<file path="config.mk">
export PLATFORM = sky130hd
export DESIGN_NAME = acc_top
export DESIGN_NICKNAME = d
export VERILOG_FILES = /design/src/acc_pkg.sv /design/src/acc_top.sv /design/src/acc_clkdiv.sv
export SDC_FILE = /design/constraint.sdc
export NUM_CORES = 1
export LEC_CHECK = 0
export ABC_AREA = 0
export BUFFER_PORTS_ARGS = -buffer_cell sky130_fd_sc_hd__buf_2
export CORE_ASPECT_RATIO = 0.6
export CORE_MARGIN = 2
export CORE_UTILIZATION = 53
export CTS_CLUSTER_DIAMETER = 100
export DETAILED_ROUTE_END_ITERATION = 10
export HOLD_SLACK_MARGIN = 0.03
export PLACE_DENSITY_LB_ADDON = 0.3
export SLEW_MARGIN = 10
export SYNTH_ARGS = -nofsm -noshare
export SYNTH_HDL_FRONTEND = slang
export SYNTH_SLANG_ARGS = --single-unit
</file>
<file path="constraint.sdc">
create_clock -name clk -period 4.3 [get_ports clk]
set_input_delay 0.215 -clock clk [delete_from_list [all_inputs] [get_ports clk]]
set_output_delay 0.215 -clock clk [all_outputs]
set_load 0.03 [all_outputs]
</file>
<file path="src/acc_pkg.sv">
// Package for the converter control block: offsets, fields, reset values, types
package acc_pkg;

	localparam logic [7:0] ACC_OFF_CTRL0   = 8'h00;
	localparam logic [7:0] ACC_OFF_CTRL1   = 8'h04;
	localparam logic [7:0] ACC_OFF_PINEN   = 8'h08;
	localparam logic [7:0] ACC_OFF_RESULT  = 8'h0c;
	localparam logic [7:0] ACC_OFF_IRQST   = 8'h10;
	localparam logic [7:0] ACC_OFF_IRQMSK  = 8'h14;
	localparam logic [7:0] ACC_OFF_PULLUP  = 8'h18;
	localparam logic [7:0] ACC_OFF_PORTDIR = 8'h1c;

	localparam int ACC_CTRL0_START = 7;
	localparam int ACC_CTRL0_BUSY  = 6;
	localparam int ACC_CTRL0_OFF   = 5;
	localparam int ACC_CTRL0_ALIGN = 4;
	localparam int ACC_CTRL1_IREF  = 7;
	localparam int ACC_CTRL1_BGEN  = 6;
	localparam int ACC_CTRL1_VREF  = 4;

	localparam logic [7:0] ACC_CTRL0_RST   = 8'h60;
	localparam logic [7:0] ACC_CTRL1_RST   = 8'h00;
	localparam logic [7:0] ACC_PINEN_RST   = 8'hff;
	localparam logic [7:0] ACC_PULLUP_RST  = 8'h00;
	localparam logic [7:0] ACC_PORTDIR_RST = 8'hff;
	localparam logic [7:0] ACC_CTRL1_WMASK = 8'hd7;

	localparam logic [2:0] ACC_DIV_UNDEF   = 3'h7;
	localparam logic [4:0] ACC_CONV_CYCLES = 5'h10;
	localparam logic [4:0] ACC_CHAN_BGAP   = 5'h10;
	localparam logic [1:0] ACC_RESP_OKAY   = 2'h0;
	localparam logic [1:0] ACC_RESP_SLVERR = 2'h2;

	typedef enum logic [1:0] {
		ACC_IDLE  = 2'b00,
		ACC_RESET = 2'b01,
		ACC_CONV  = 2'b10
	} acc_state_t;

	typedef struct packed {
		logic        power_en;
		logic        core_rst;
		logic        sample_clk;
		logic        ref_ext;
		logic [4:0]  channel;
	} acc_core_t;

	typedef struct packed {
		logic [7:0] analog_en;
		logic [7:0] pullup_en;
		logic [7:0] dir_in;
		logic       vref_pin;
	} acc_pins_t;

endpackage

</file>
<file path="src/acc_top.sv">
// Converter control: AXI4-Lite registers, start sequencing, clock divider, pin control
//
// Implementation choices: the AXI4-Lite slave port and the address map.
`timescale 1ns/1ps
`default_nettype none
//////////////////////////////////////////////////////////////////////////////
module acc_top
	import acc_pkg::*;
(
	input  wire logic        clk,
	input  wire logic        rst,
	input  wire logic [7:0]  s_axi_awaddr,
	input  wire logic        s_axi_awvalid,
	output logic             s_axi_awready,
	input  wire logic [31:0] s_axi_wdata,
	input  wire logic [3:0]  s_axi_wstrb,
	input  wire logic        s_axi_wvalid,
	output logic             s_axi_wready,
	output logic [1:0]       s_axi_bresp,
	output logic             s_axi_bvalid,
	input  wire logic        s_axi_bready,
	input  wire logic [7:0]  s_axi_araddr,
	input  wire logic        s_axi_arvalid,
	output logic             s_axi_arready,
	output logic [31:0]      s_axi_rdata,
	output logic [1:0]       s_axi_rresp,
	output logic             s_axi_rvalid,
	input  wire logic        s_axi_rready,
	input  wire logic        core_done,
	input  wire logic [11:0] core_result,
	output acc_core_t        core_ctl,
	output acc_pins_t        pin_ctl,
	output logic             irq
);
	//////////////////////////////////////////////////////////////////////////
	// Registers
	logic [7:0]  ctrl0_q, ctrl1_q, pinen_q, pullup_q, portdir_q;
	logic [11:0] result_q;
	logic        irq_st_q, irq_msk_q;
	acc_state_t  state_q;
	logic [4:0]  tick_cnt_q;
	logic        start_q;
	logic        done_ev;

	//////////////////////////////////////////////////////////////////////////
	// AXI4-Lite write path: address and data latched in either order
	logic       aw_have_q, w_have_q;
	logic [7:0] aw_addr_q;
	logic [31:0] w_data_q;
	logic [3:0] w_strb_q;
	logic       wr_go;
	logic       wr_lane0;
	logic [7:0] wr_byte;
	logic       wr_c0, wr_c1, wr_pe, wr_msk, wr_pu, wr_pd, wr_map;

	assign wr_go    = aw_have_q && w_have_q && !s_axi_bvalid;
	assign wr_lane0 = w_strb_q[0];
	assign wr_byte  = w_data_q[7:0];

	always_ff @(posedge clk or posedge rst) begin
		if (rst) begin
			aw_have_q     <= 1'b0;
			w_have_q      <= 1'b0;
			aw_addr_q     <= 8'h00;
			w_data_q      <= 32'h0000_0000;
			w_strb_q      <= 4'h0;
			s_axi_awready <= 1'b0;
			s_axi_wready  <= 1'b0;
			s_axi_bvalid  <= 1'b0;
			s_axi_bresp   <= ACC_RESP_OKAY;
		end else begin
			s_axi_awready <= !aw_have_q && !s_axi_awready && s_axi_awvalid;
			s_axi_wready  <= !w_have_q && !s_axi_wready && s_axi_wvalid;
			if (s_axi_awvalid && s_axi_awready) begin
				aw_have_q <= 1'b1;
				aw_addr_q <= s_axi_awaddr;
			end
			if (s_axi_wvalid && s_axi_wready) begin
				w_have_q <= 1'b1;
				w_data_q <= s_axi_wdata;
				w_strb_q <= s_axi_wstrb;
			end
			if (wr_go) begin
				aw_have_q    <= 1'b0;
				w_have_q     <= 1'b0;
				s_axi_bvalid <= 1'b1;
				s_axi_bresp  <= wr_map ? ACC_RESP_OKAY : ACC_RESP_SLVERR;
			end else if (s_axi_bvalid && s_axi_bready) begin
				s_axi_bvalid <= 1'b0;
			end
		end
	end

	assign wr_c0  = wr_go && wr_lane0 && (aw_addr_q == ACC_OFF_CTRL0);
	assign wr_c1  = wr_go && wr_lane0 && (aw_addr_q == ACC_OFF_CTRL1);
	assign wr_pe  = wr_go && wr_lane0 && (aw_addr_q == ACC_OFF_PINEN);
	assign wr_msk = wr_go && wr_lane0 && (aw_addr_q == ACC_OFF_IRQMSK);
	assign wr_pu  = wr_go && wr_lane0 && (aw_addr_q == ACC_OFF_PULLUP);
	assign wr_pd  = wr_go && wr_lane0 && (aw_addr_q == ACC_OFF_PORTDIR);
	assign wr_map = (aw_addr_q[1:0] == 2'h0) && (aw_addr_q <= ACC_OFF_PORTDIR);

	always_ff @(posedge clk or posedge rst) begin
		if (rst) begin
			ctrl0_q   <= ACC_CTRL0_RST;
			ctrl1_q   <= ACC_CTRL1_RST;
			pinen_q   <= ACC_PINEN_RST;
			pullup_q  <= ACC_PULLUP_RST;
			portdir_q <= ACC_PORTDIR_RST;
			irq_msk_q <= 1'b0;
		end else begin
			// Busy bit is read-only; its slot holds the live flag
			if (wr_c0) ctrl0_q <= wr_byte;
			if (wr_c1) ctrl1_q <= wr_byte & ACC_CTRL1_WMASK;
			if (wr_pe) pinen_q <= wr_byte;
			if (wr_msk) irq_msk_q <= wr_byte[0];
			if (wr_pu) pullup_q <= wr_byte;
			if (wr_pd) portdir_q <= wr_byte;
		end
	end

	//////////////////////////////////////////////////////////////////////////
	// Start sequencing and conversion timing
	logic start_now, start_rise, start_fall, busy, tick;
	assign start_now  = ctrl0_q[ACC_CTRL0_START];
	assign start_rise = start_now && !start_q;
	assign start_fall = !start_now && start_q;
	assign busy       = (state_q != ACC_IDLE);

	acc_clkdiv u_div (
		.clk      (clk),
		.rst      (rst),
		.sync_clr (start_fall),
		.sel      (ctrl1_q[2:0]),
		.tick     (tick)
	);

	assign done_ev = (state_q == ACC_CONV) && tick && (tick_cnt_q == ACC_CONV_CYCLES - 5'h01);

	always_ff @(posedge clk or posedge rst) begin
		if (rst) begin
			state_q    <= ACC_IDLE;
			start_q    <= 1'b0;
			tick_cnt_q <= 5'h00;
		end else begin
			start_q <= start_now;
			unique case (state_q)
				ACC_IDLE: begin
					if (start_rise) state_q <= ACC_RESET;
				end
				ACC_RESET: begin
					if (start_fall) begin
						state_q    <= ACC_CONV;
						tick_cnt_q <= 5'h00;
					end
				end
				ACC_CONV: begin
					if (start_rise) begin
						state_q <= ACC_RESET;
					end else if (done_ev) begin
						state_q <= ACC_IDLE;
					end else if (tick) begin
						tick_cnt_q <= tick_cnt_q + 5'h01;
					end
				end
				default: state_q <= ACC_IDLE;
			endcase
		end
	end

	// Result latched at conversion end; set beats read-clear on the flag
	logic rd_st;
	always_ff @(posedge clk or posedge rst) begin
		if (rst) begin
			result_q <= 12'h000;
			irq_st_q <= 1'b0;
			irq      <= 1'b0;
		end else begin
			if (done_ev) result_q <= core_result;
			if (done_ev && !start_rise) irq_st_q <= 1'b1;
			else if (rd_st) irq_st_q <= 1'b0;
			irq <= (irq_st_q || (done_ev && !start_rise)) && irq_msk_q && !(rd_st && !done_ev);
		end
	end

	//////////////////////////////////////////////////////////////////////////
	// Outputs to core and pins
	logic [4:0] chan;
	assign chan = ctrl1_q[ACC_CTRL1_IREF] ? ACC_CHAN_BGAP : {1'b0, ctrl0_q[3:0]};

	always_ff @(posedge clk or posedge rst) begin
		if (rst) begin
			core_ctl <= '0;
			pin_ctl  <= '0;
		end else begin
			core_ctl.power_en   <= !ctrl0_q[ACC_CTRL0_OFF];
			core_ctl.core_rst   <= (state_q != ACC_CONV);
			core_ctl.sample_clk <= tick && (state_q == ACC_CONV);
			core_ctl.ref_ext    <= ctrl1_q[ACC_CTRL1_VREF];
			core_ctl.channel    <= chan;
			pin_ctl.analog_en   <= pinen_q;
			pin_ctl.pullup_en   <= pullup_q & ~pinen_q;
			pin_ctl.dir_in      <= portdir_q | pinen_q;
			pin_ctl.vref_pin    <= ctrl1_q[ACC_CTRL1_VREF];
		end
	end

	//////////////////////////////////////////////////////////////////////////
	// AXI4-Lite read path
	logic [31:0] rd_mux;
	logic [11:0] res_al;
	logic        rd_go;
	assign res_al = ctrl0_q[ACC_CTRL0_ALIGN] ? result_q : 12'h000;
	assign rd_go  = s_axi_arvalid && s_axi_arready;
	assign rd_st  = rd_go && (s_axi_araddr == ACC_OFF_IRQST);

	always_comb begin
		rd_mux = 32'h0000_0000;
		unique case (s_axi_araddr)
			ACC_OFF_CTRL0:   rd_mux = {24'h0, ctrl0_q[7], busy, ctrl0_q[5:0]};
			ACC_OFF_CTRL1:   rd_mux = {24'h0, ctrl1_q};
			ACC_OFF_PINEN:   rd_mux = {24'h0, pinen_q};
			ACC_OFF_RESULT:  rd_mux = ctrl0_q[ACC_CTRL0_ALIGN] ? {20'h0, res_al}
						: {16'h0, result_q, 4'h0};
			ACC_OFF_IRQST:   rd_mux = {31'h0, irq_st_q};
			ACC_OFF_IRQMSK:  rd_mux = {31'h0, irq_msk_q};
			ACC_OFF_PULLUP:  rd_mux = {24'h0, pullup_q};
			ACC_OFF_PORTDIR: rd_mux = {24'h0, portdir_q};
			default:         rd_mux = 32'h0000_0000;
		endcase
	end

	always_ff @(posedge clk or posedge rst) begin
		if (rst) begin
			s_axi_arready <= 1'b0;
			s_axi_rvalid  <= 1'b0;
			s_axi_rdata   <= 32'h0000_0000;
			s_axi_rresp   <= ACC_RESP_OKAY;
		end else begin
			s_axi_arready <= !s_axi_rvalid && !s_axi_arready && s_axi_arvalid;
			if (rd_go) begin
				s_axi_rvalid <= 1'b1;
				s_axi_rdata  <= rd_mux;
				s_axi_rresp  <= ((s_axi_araddr[1:0] == 2'h0) && (s_axi_araddr <= ACC_OFF_PORTDIR))
						? ACC_RESP_OKAY : ACC_RESP_SLVERR;
			end else if (s_axi_rvalid && s_axi_rready) begin
				s_axi_rvalid <= 1'b0;
			end
		end
	end

	//////////////////////////////////////////////////////////////////////////
	// Checks
	a_start_resets: assert property (@(posedge clk) disable iff (rst)
		start_rise |=> state_q == ACC_RESET) else $error("start rise did not reset");
	a_fall_converts: assert property (@(posedge clk) disable iff (rst)
		(state_q == ACC_RESET && start_fall) |=> state_q == ACC_CONV)
		else $error("start fall did not start conversion");
	a_done_idle: assert property (@(posedge clk) disable iff (rst)
		(done_ev && !start_rise) |=> (state_q == ACC_IDLE && irq_st_q))
		else $error("conversion end not flagged");
	a_abort_noflag: assert property (@(posedge clk) disable iff (rst)
		(state_q == ACC_CONV && start_rise && !irq_st_q && !done_ev) |=> !irq_st_q)
		else $error("abort set the flag");
	a_irq_masked: assert property (@(posedge clk) disable iff (rst)
		!irq_msk_q |=> !irq) else $error("masked interrupt raised");
	a_power_follow: assert property (@(posedge clk) disable iff (rst)
		ctrl0_q[ACC_CTRL0_OFF] |=> !core_ctl.power_en) else $error("power not off");
	a_pullup_drop: assert property (@(posedge clk) disable iff (rst)
		1'b1 |=> (pin_ctl.pullup_en & $past(pinen_q)) == 8'h00)
		else $error("pull-up left on analog pin");
	a_dir_override: assert property (@(posedge clk) disable iff (rst)
		1'b1 |=> (pin_ctl.dir_in & $past(pinen_q)) == $past(pinen_q))
		else $error("analog pin not input");
	a_div_one: assert property (@(posedge clk) disable iff (rst)
		(ctrl1_q[2:0] == 3'h0 && !start_fall) |-> tick) else $error("undivided clock missed");
	// Start held high keeps the converter parked
	a_busy_hold: assert property (@(posedge clk) disable iff (rst)
		(start_q && start_now) |-> (busy && state_q == ACC_RESET))
		else $error("busy not held while start high");
	a_analog_follow: assert property (@(posedge clk) disable iff (rst)
		1'b1 |=> pin_ctl.analog_en == $past(pinen_q))
		else $error("analog enables not passed to pins");
	a_ref_follow: assert property (@(posedge clk) disable iff (rst)
		1'b1 |=> (core_ctl.ref_ext == $past(ctrl1_q[ACC_CTRL1_VREF])))
		else $error("reference select not followed");
	a_bgap_route: assert property (@(posedge clk) disable iff (rst)
		ctrl1_q[ACC_CTRL1_IREF] |=> core_ctl.channel == ACC_CHAN_BGAP)
		else $error("bandgap not routed");
endmodule
`default_nettype wire

</file>
<file path="src/acc_clkdiv.sv">
// Converter clock divider: one-cycle enable pulse per converter clock period
`timescale 1ns/1ps
`default_nettype none
module acc_clkdiv
	import acc_pkg::*;
(
	input  wire logic       clk,
	input  wire logic       rst,
	input  wire logic       sync_clr,
	input  wire logic [2:0] sel,
	output logic            tick
);
	logic [5:0] cnt_q;
	logic [5:0] limit;
	logic       hit;

	// Code 000 ticks every cycle; undefined code treated as slowest
	assign limit = (sel == ACC_DIV_UNDEF) ? 6'h3f : 6'((7'h01 << sel) - 7'h01);
	assign hit   = (cnt_q >= limit);

	always_ff @(posedge clk or posedge rst) begin
		if (rst) begin
			cnt_q <= 6'h00;
		end else if (sync_clr || hit) begin
			cnt_q <= 6'h00;
		end else begin
			cnt_q <= cnt_q + 6'h01;
		end
	end

	assign tick = hit && !sync_clr;
endmodule
`default_nettype wire

</file>
==> out/results.ini <==
[sta]
tightest_slew_ps=846
rsz0062_at_grt=no
relSlewSlack_pct=43.6
hold_viol_final=0
setup_tns_ps=0
fin_skew_ps=7.65
report.final.slew_viol_count=0
max_clock_freq_ghz=0.281
holdWs_ps=37.0
period_needed_ps=3560
report.final.setup_viol=0
post-route-period-util_pct=82.7

[clocking]
clkTransAtPathRegs_ps=60
ctsResizeCount=0
post-cts-setup-buffers=0
htreeDepth=4
cts_tree=built
cts_made_buffers=17
postCtsHoldBufs=15
clock_sink_count=141
max-clock-path-buffers=2
cts-root-buf=clkbuf_16
clock_latency_ps=420

[synthesis]
synth_seq_cells=141
syn_inst=489
synth_edf_count=0
synthAdderAreaFrac_pct=2.04
synth-simple-area-share_pct=12.3
yosys-mux-area-fraction_pct=15.0
synth_top_family_by_area=multiplexers
syn_avg_cell_area_sq_um=12.5
synth_compound_area_share_pct=8.10
yosysWarnings=0
ys_seq_area_share_pct=57.9
ys.flop_type=dfrtp_1
synth_area_sq_um=6140
synth_cell_types=58
synth_async_sr_flop_share_pct=100
synth_xor_area_share_pct=0.571

[power]
sw_frac_of_total_pct=30.1
p_int_w=0.00266
vdd_drop_max_mv=0.310
seqPwrFrac_pct=45.4
leakagePower_nw=3.70
power_density_nw_per_um2=510
pwr-share-comb_pct=16.6
switching_power_w=0.00114
p_clk_share_pct=38.0

[global_routing]
track_usage_pct=23.1
grt_antenna_before_repair=0
grt_pass1_wl_microns=21600
gr-total-overflow=0
grt_start_max_net_pins=96
grt_pass1_vias=4188

[setup_path]
critPathArrivalTime_ps=3850
r2r_cells=10
r2r_end=result_q[0]$_DFFE_PP0N_
cp-start-kind=flip-flop
criticalPathCategory=flip-flop to flip-flop
worstPathMaxFanout=13
end_kind=flip-flop
required_ps=4600
rrSetupSlack_ps=740
r2r_start=ctrl1_q[1]$_DFFE_PP0P_

[route]
detail-route-antenna-nets=0
viasPerCell=5.51
drt_iter0_markers=356
wl_per_cell_microns=17.7
drc=0
first_pass_iters=6
wirelength_microns=13900
vias=4316

[die]
start_util_pct=54.3
coreArea_sq_um=11300
rows=30
boundaryPins=148
die_area_sq_um=12500
die_w_microns=143
die_h_microns=87.3

[place]
dp_hpwl_microns=9520
port_buffers=101
gp_congestion=0.936

[worst_hold_path]
min_path_cells=2
min_from=core_result[5]
holdPathEnd=result_q[5]$_DFFE_PP0N_
hold_class=input port to flip-flop

[cells_and_area]
fill_cells=829
layout.nets=692
antennaDiodeCount=0
drive_above_1_share_pct=38.2
syn_to_final_growth_pct=21.5

[job]
maxCapViolCount=0

[outcome]
status=completed

## power groups by stage
stage          Sequential (W)  Clock [W]  Combinational, W
2_1_floorplan         0.00176          0          0.000400
3_3_place_gp          0.00172          0          0.000591
3_5_place_dp          0.00174          0          0.000613
4_1_cts               0.00172    0.00146          0.000636
5_1_grt               0.00175    0.00151          0.000690
6_report              0.00172    0.00144          0.000631
## metal layers
layer / up-vias / wire length, microns / track usage, %
li1: 1961 / - / -
met1: 2164 / 6450 / 32.3
met2: 169 / 6270 / 35.5
met3: 22 / 976 / 5.55
met4: 0 / 199 / 8.73
met5: - / 0 / 0
## through the flow
step / area, sq um / util, % / total power, W / setup WS (ps) / std cells
2_1_floorplan: 6200 / - / 0.00216 / 332 / 506
3_3_place_gp: 6720 / 59.5 / 0.00231 / 987 / 736
3_5_place_dp: 6720 / 59.5 / 0.00235 / 854 / 736
4_1_cts: 7450 / 66.0 / 0.00381 / 752 / 783
5_1_grt: 7450 / 66.0 / 0.00396 / 506 / 783
6_report: 7450 / 66.0 / 0.00380 / 742 / 783
## cells in the final DEF (no fill, tap or decap), types with 14 or more instances in the layout
cell           synthesis  final
mux2_2                68     68
dlygate4sd3_1          0     15
conb_1                 1     18
dfrtp_1              124    124
nor2_1                18     18
buf_2                  6    101
nand3_1               14     14
nor2b_1               16     16
nand2_1               29     29
o21ai_0               17     17
dfstp_2               17     17
clkbuf_16              0     17
## cell usage after synthesis, drive strengths merged (2+ instances only)
master	n	area share [%]
a211o	3	0.43
a21boi	2	0.24
a21o	3	0.37
a21oi	11	0.90
a22o	7	1.0
a22oi	3	0.37
a31oi	5	0.51
a32o	2	0.33
a32oi	4	0.57
a41oi	2	0.29
and2	2	0.20
and2b	2	0.29
and3	6	0.61
buf	25	2.8
clkbuf	7	0.43
dfrtp	124	51
dfstp	17	7.3
ha	10	2.0
inv	14	0.86
mux2	70	13
mux2i	13	2.1
nand2	30	1.9
nand2b	4	0.41
nand3	15	1.4
nand3b	6	0.94
nand4	4	0.41
nor2	19	1.3
nor2b	16	1.6
nor3	6	0.49
nor3b	6	0.82
nor4	2	0.31
o21ai	17	1.4
o221ai	3	0.53
o22ai	4	0.41
or2	10	1.0
or3	2	0.20
xnor2	2	0.29
xor2	2	0.29
## final cells by class
cell class	count	area [sq um]	area share [%]
clock buffer	19	443	5.94
clock inverter	13	141	1.90
inverter	14	57.6	0.772
multi-input combinational	319	2400	32.2
sequential	141	3550	47.6
tap	160	200	2.69
timing repair buffer	117	663	8.90
## kinds of logic (layout without fill, tap and decap cells)
group / Yosys count / after routing
AND/OR/NAND/NOR: 132 / 132
AO/OA/AOI/OAI: 72 / 72
multiplexers: 83 / 83
adder cells (fa/ha/maj): 10 / 10
buffers and inverters: 46 / 163
flip-flops: 141 / 141
XOR/XNOR: 4 / 4
other: 1 / 18
## critical path: stages, from the launching register on
cell      delay [ps]
dfrtp_1          500
or3_1            390
ha_1             250
nor2b_1          170
a21oi_1          190
o221ai_1         150
ha_1             330
nand4_1          110
o221ai_2         360
nand3_1          530
mux2_2           450
## registers in the layout (all words and copies together), names as in the netlist, 5 cells and up
register and cells:
u_div.cnt_q 6, result_q 12, aw_addr_q 8, tick_cnt_q 5
ctrl1_q 6, w_data_q 8, pin_ctl 25, pullup_q 8
pinen_q 8, portdir_q 8, s_axi_rdata 16, core_ctl 8
ctrl0_q 7
## worst max-delay path by stage
stage / startpoint / to / slack [ps]
6_report: ctrl1_q[1]$_DFFE_PP0P_ / result_q[0]$_DFFE_PP0N_ / 740
5_1_grt: ctrl1_q[1]$_DFFE_PP0P_ / result_q[0]$_DFFE_PP0N_ / 510
4_1_cts: ctrl1_q[1]$_DFFE_PP0P_ / result_q[0]$_DFFE_PP0N_ / 750
3_5_place_dp: ctrl1_q[1]$_DFFE_PP0P_ / result_q[0]$_DFFE_PP0N_ / 850
3_3_place_gp: ctrl1_q[1]$_DFFE_PP0P_ / result_q[6]$_DFFE_PP0N_ / 990
2_1_floorplan: rst / aw_addr_q[0]$_DFFE_PP0P_ / 330
Note: power is estimated with default switching activity, not from simulation.
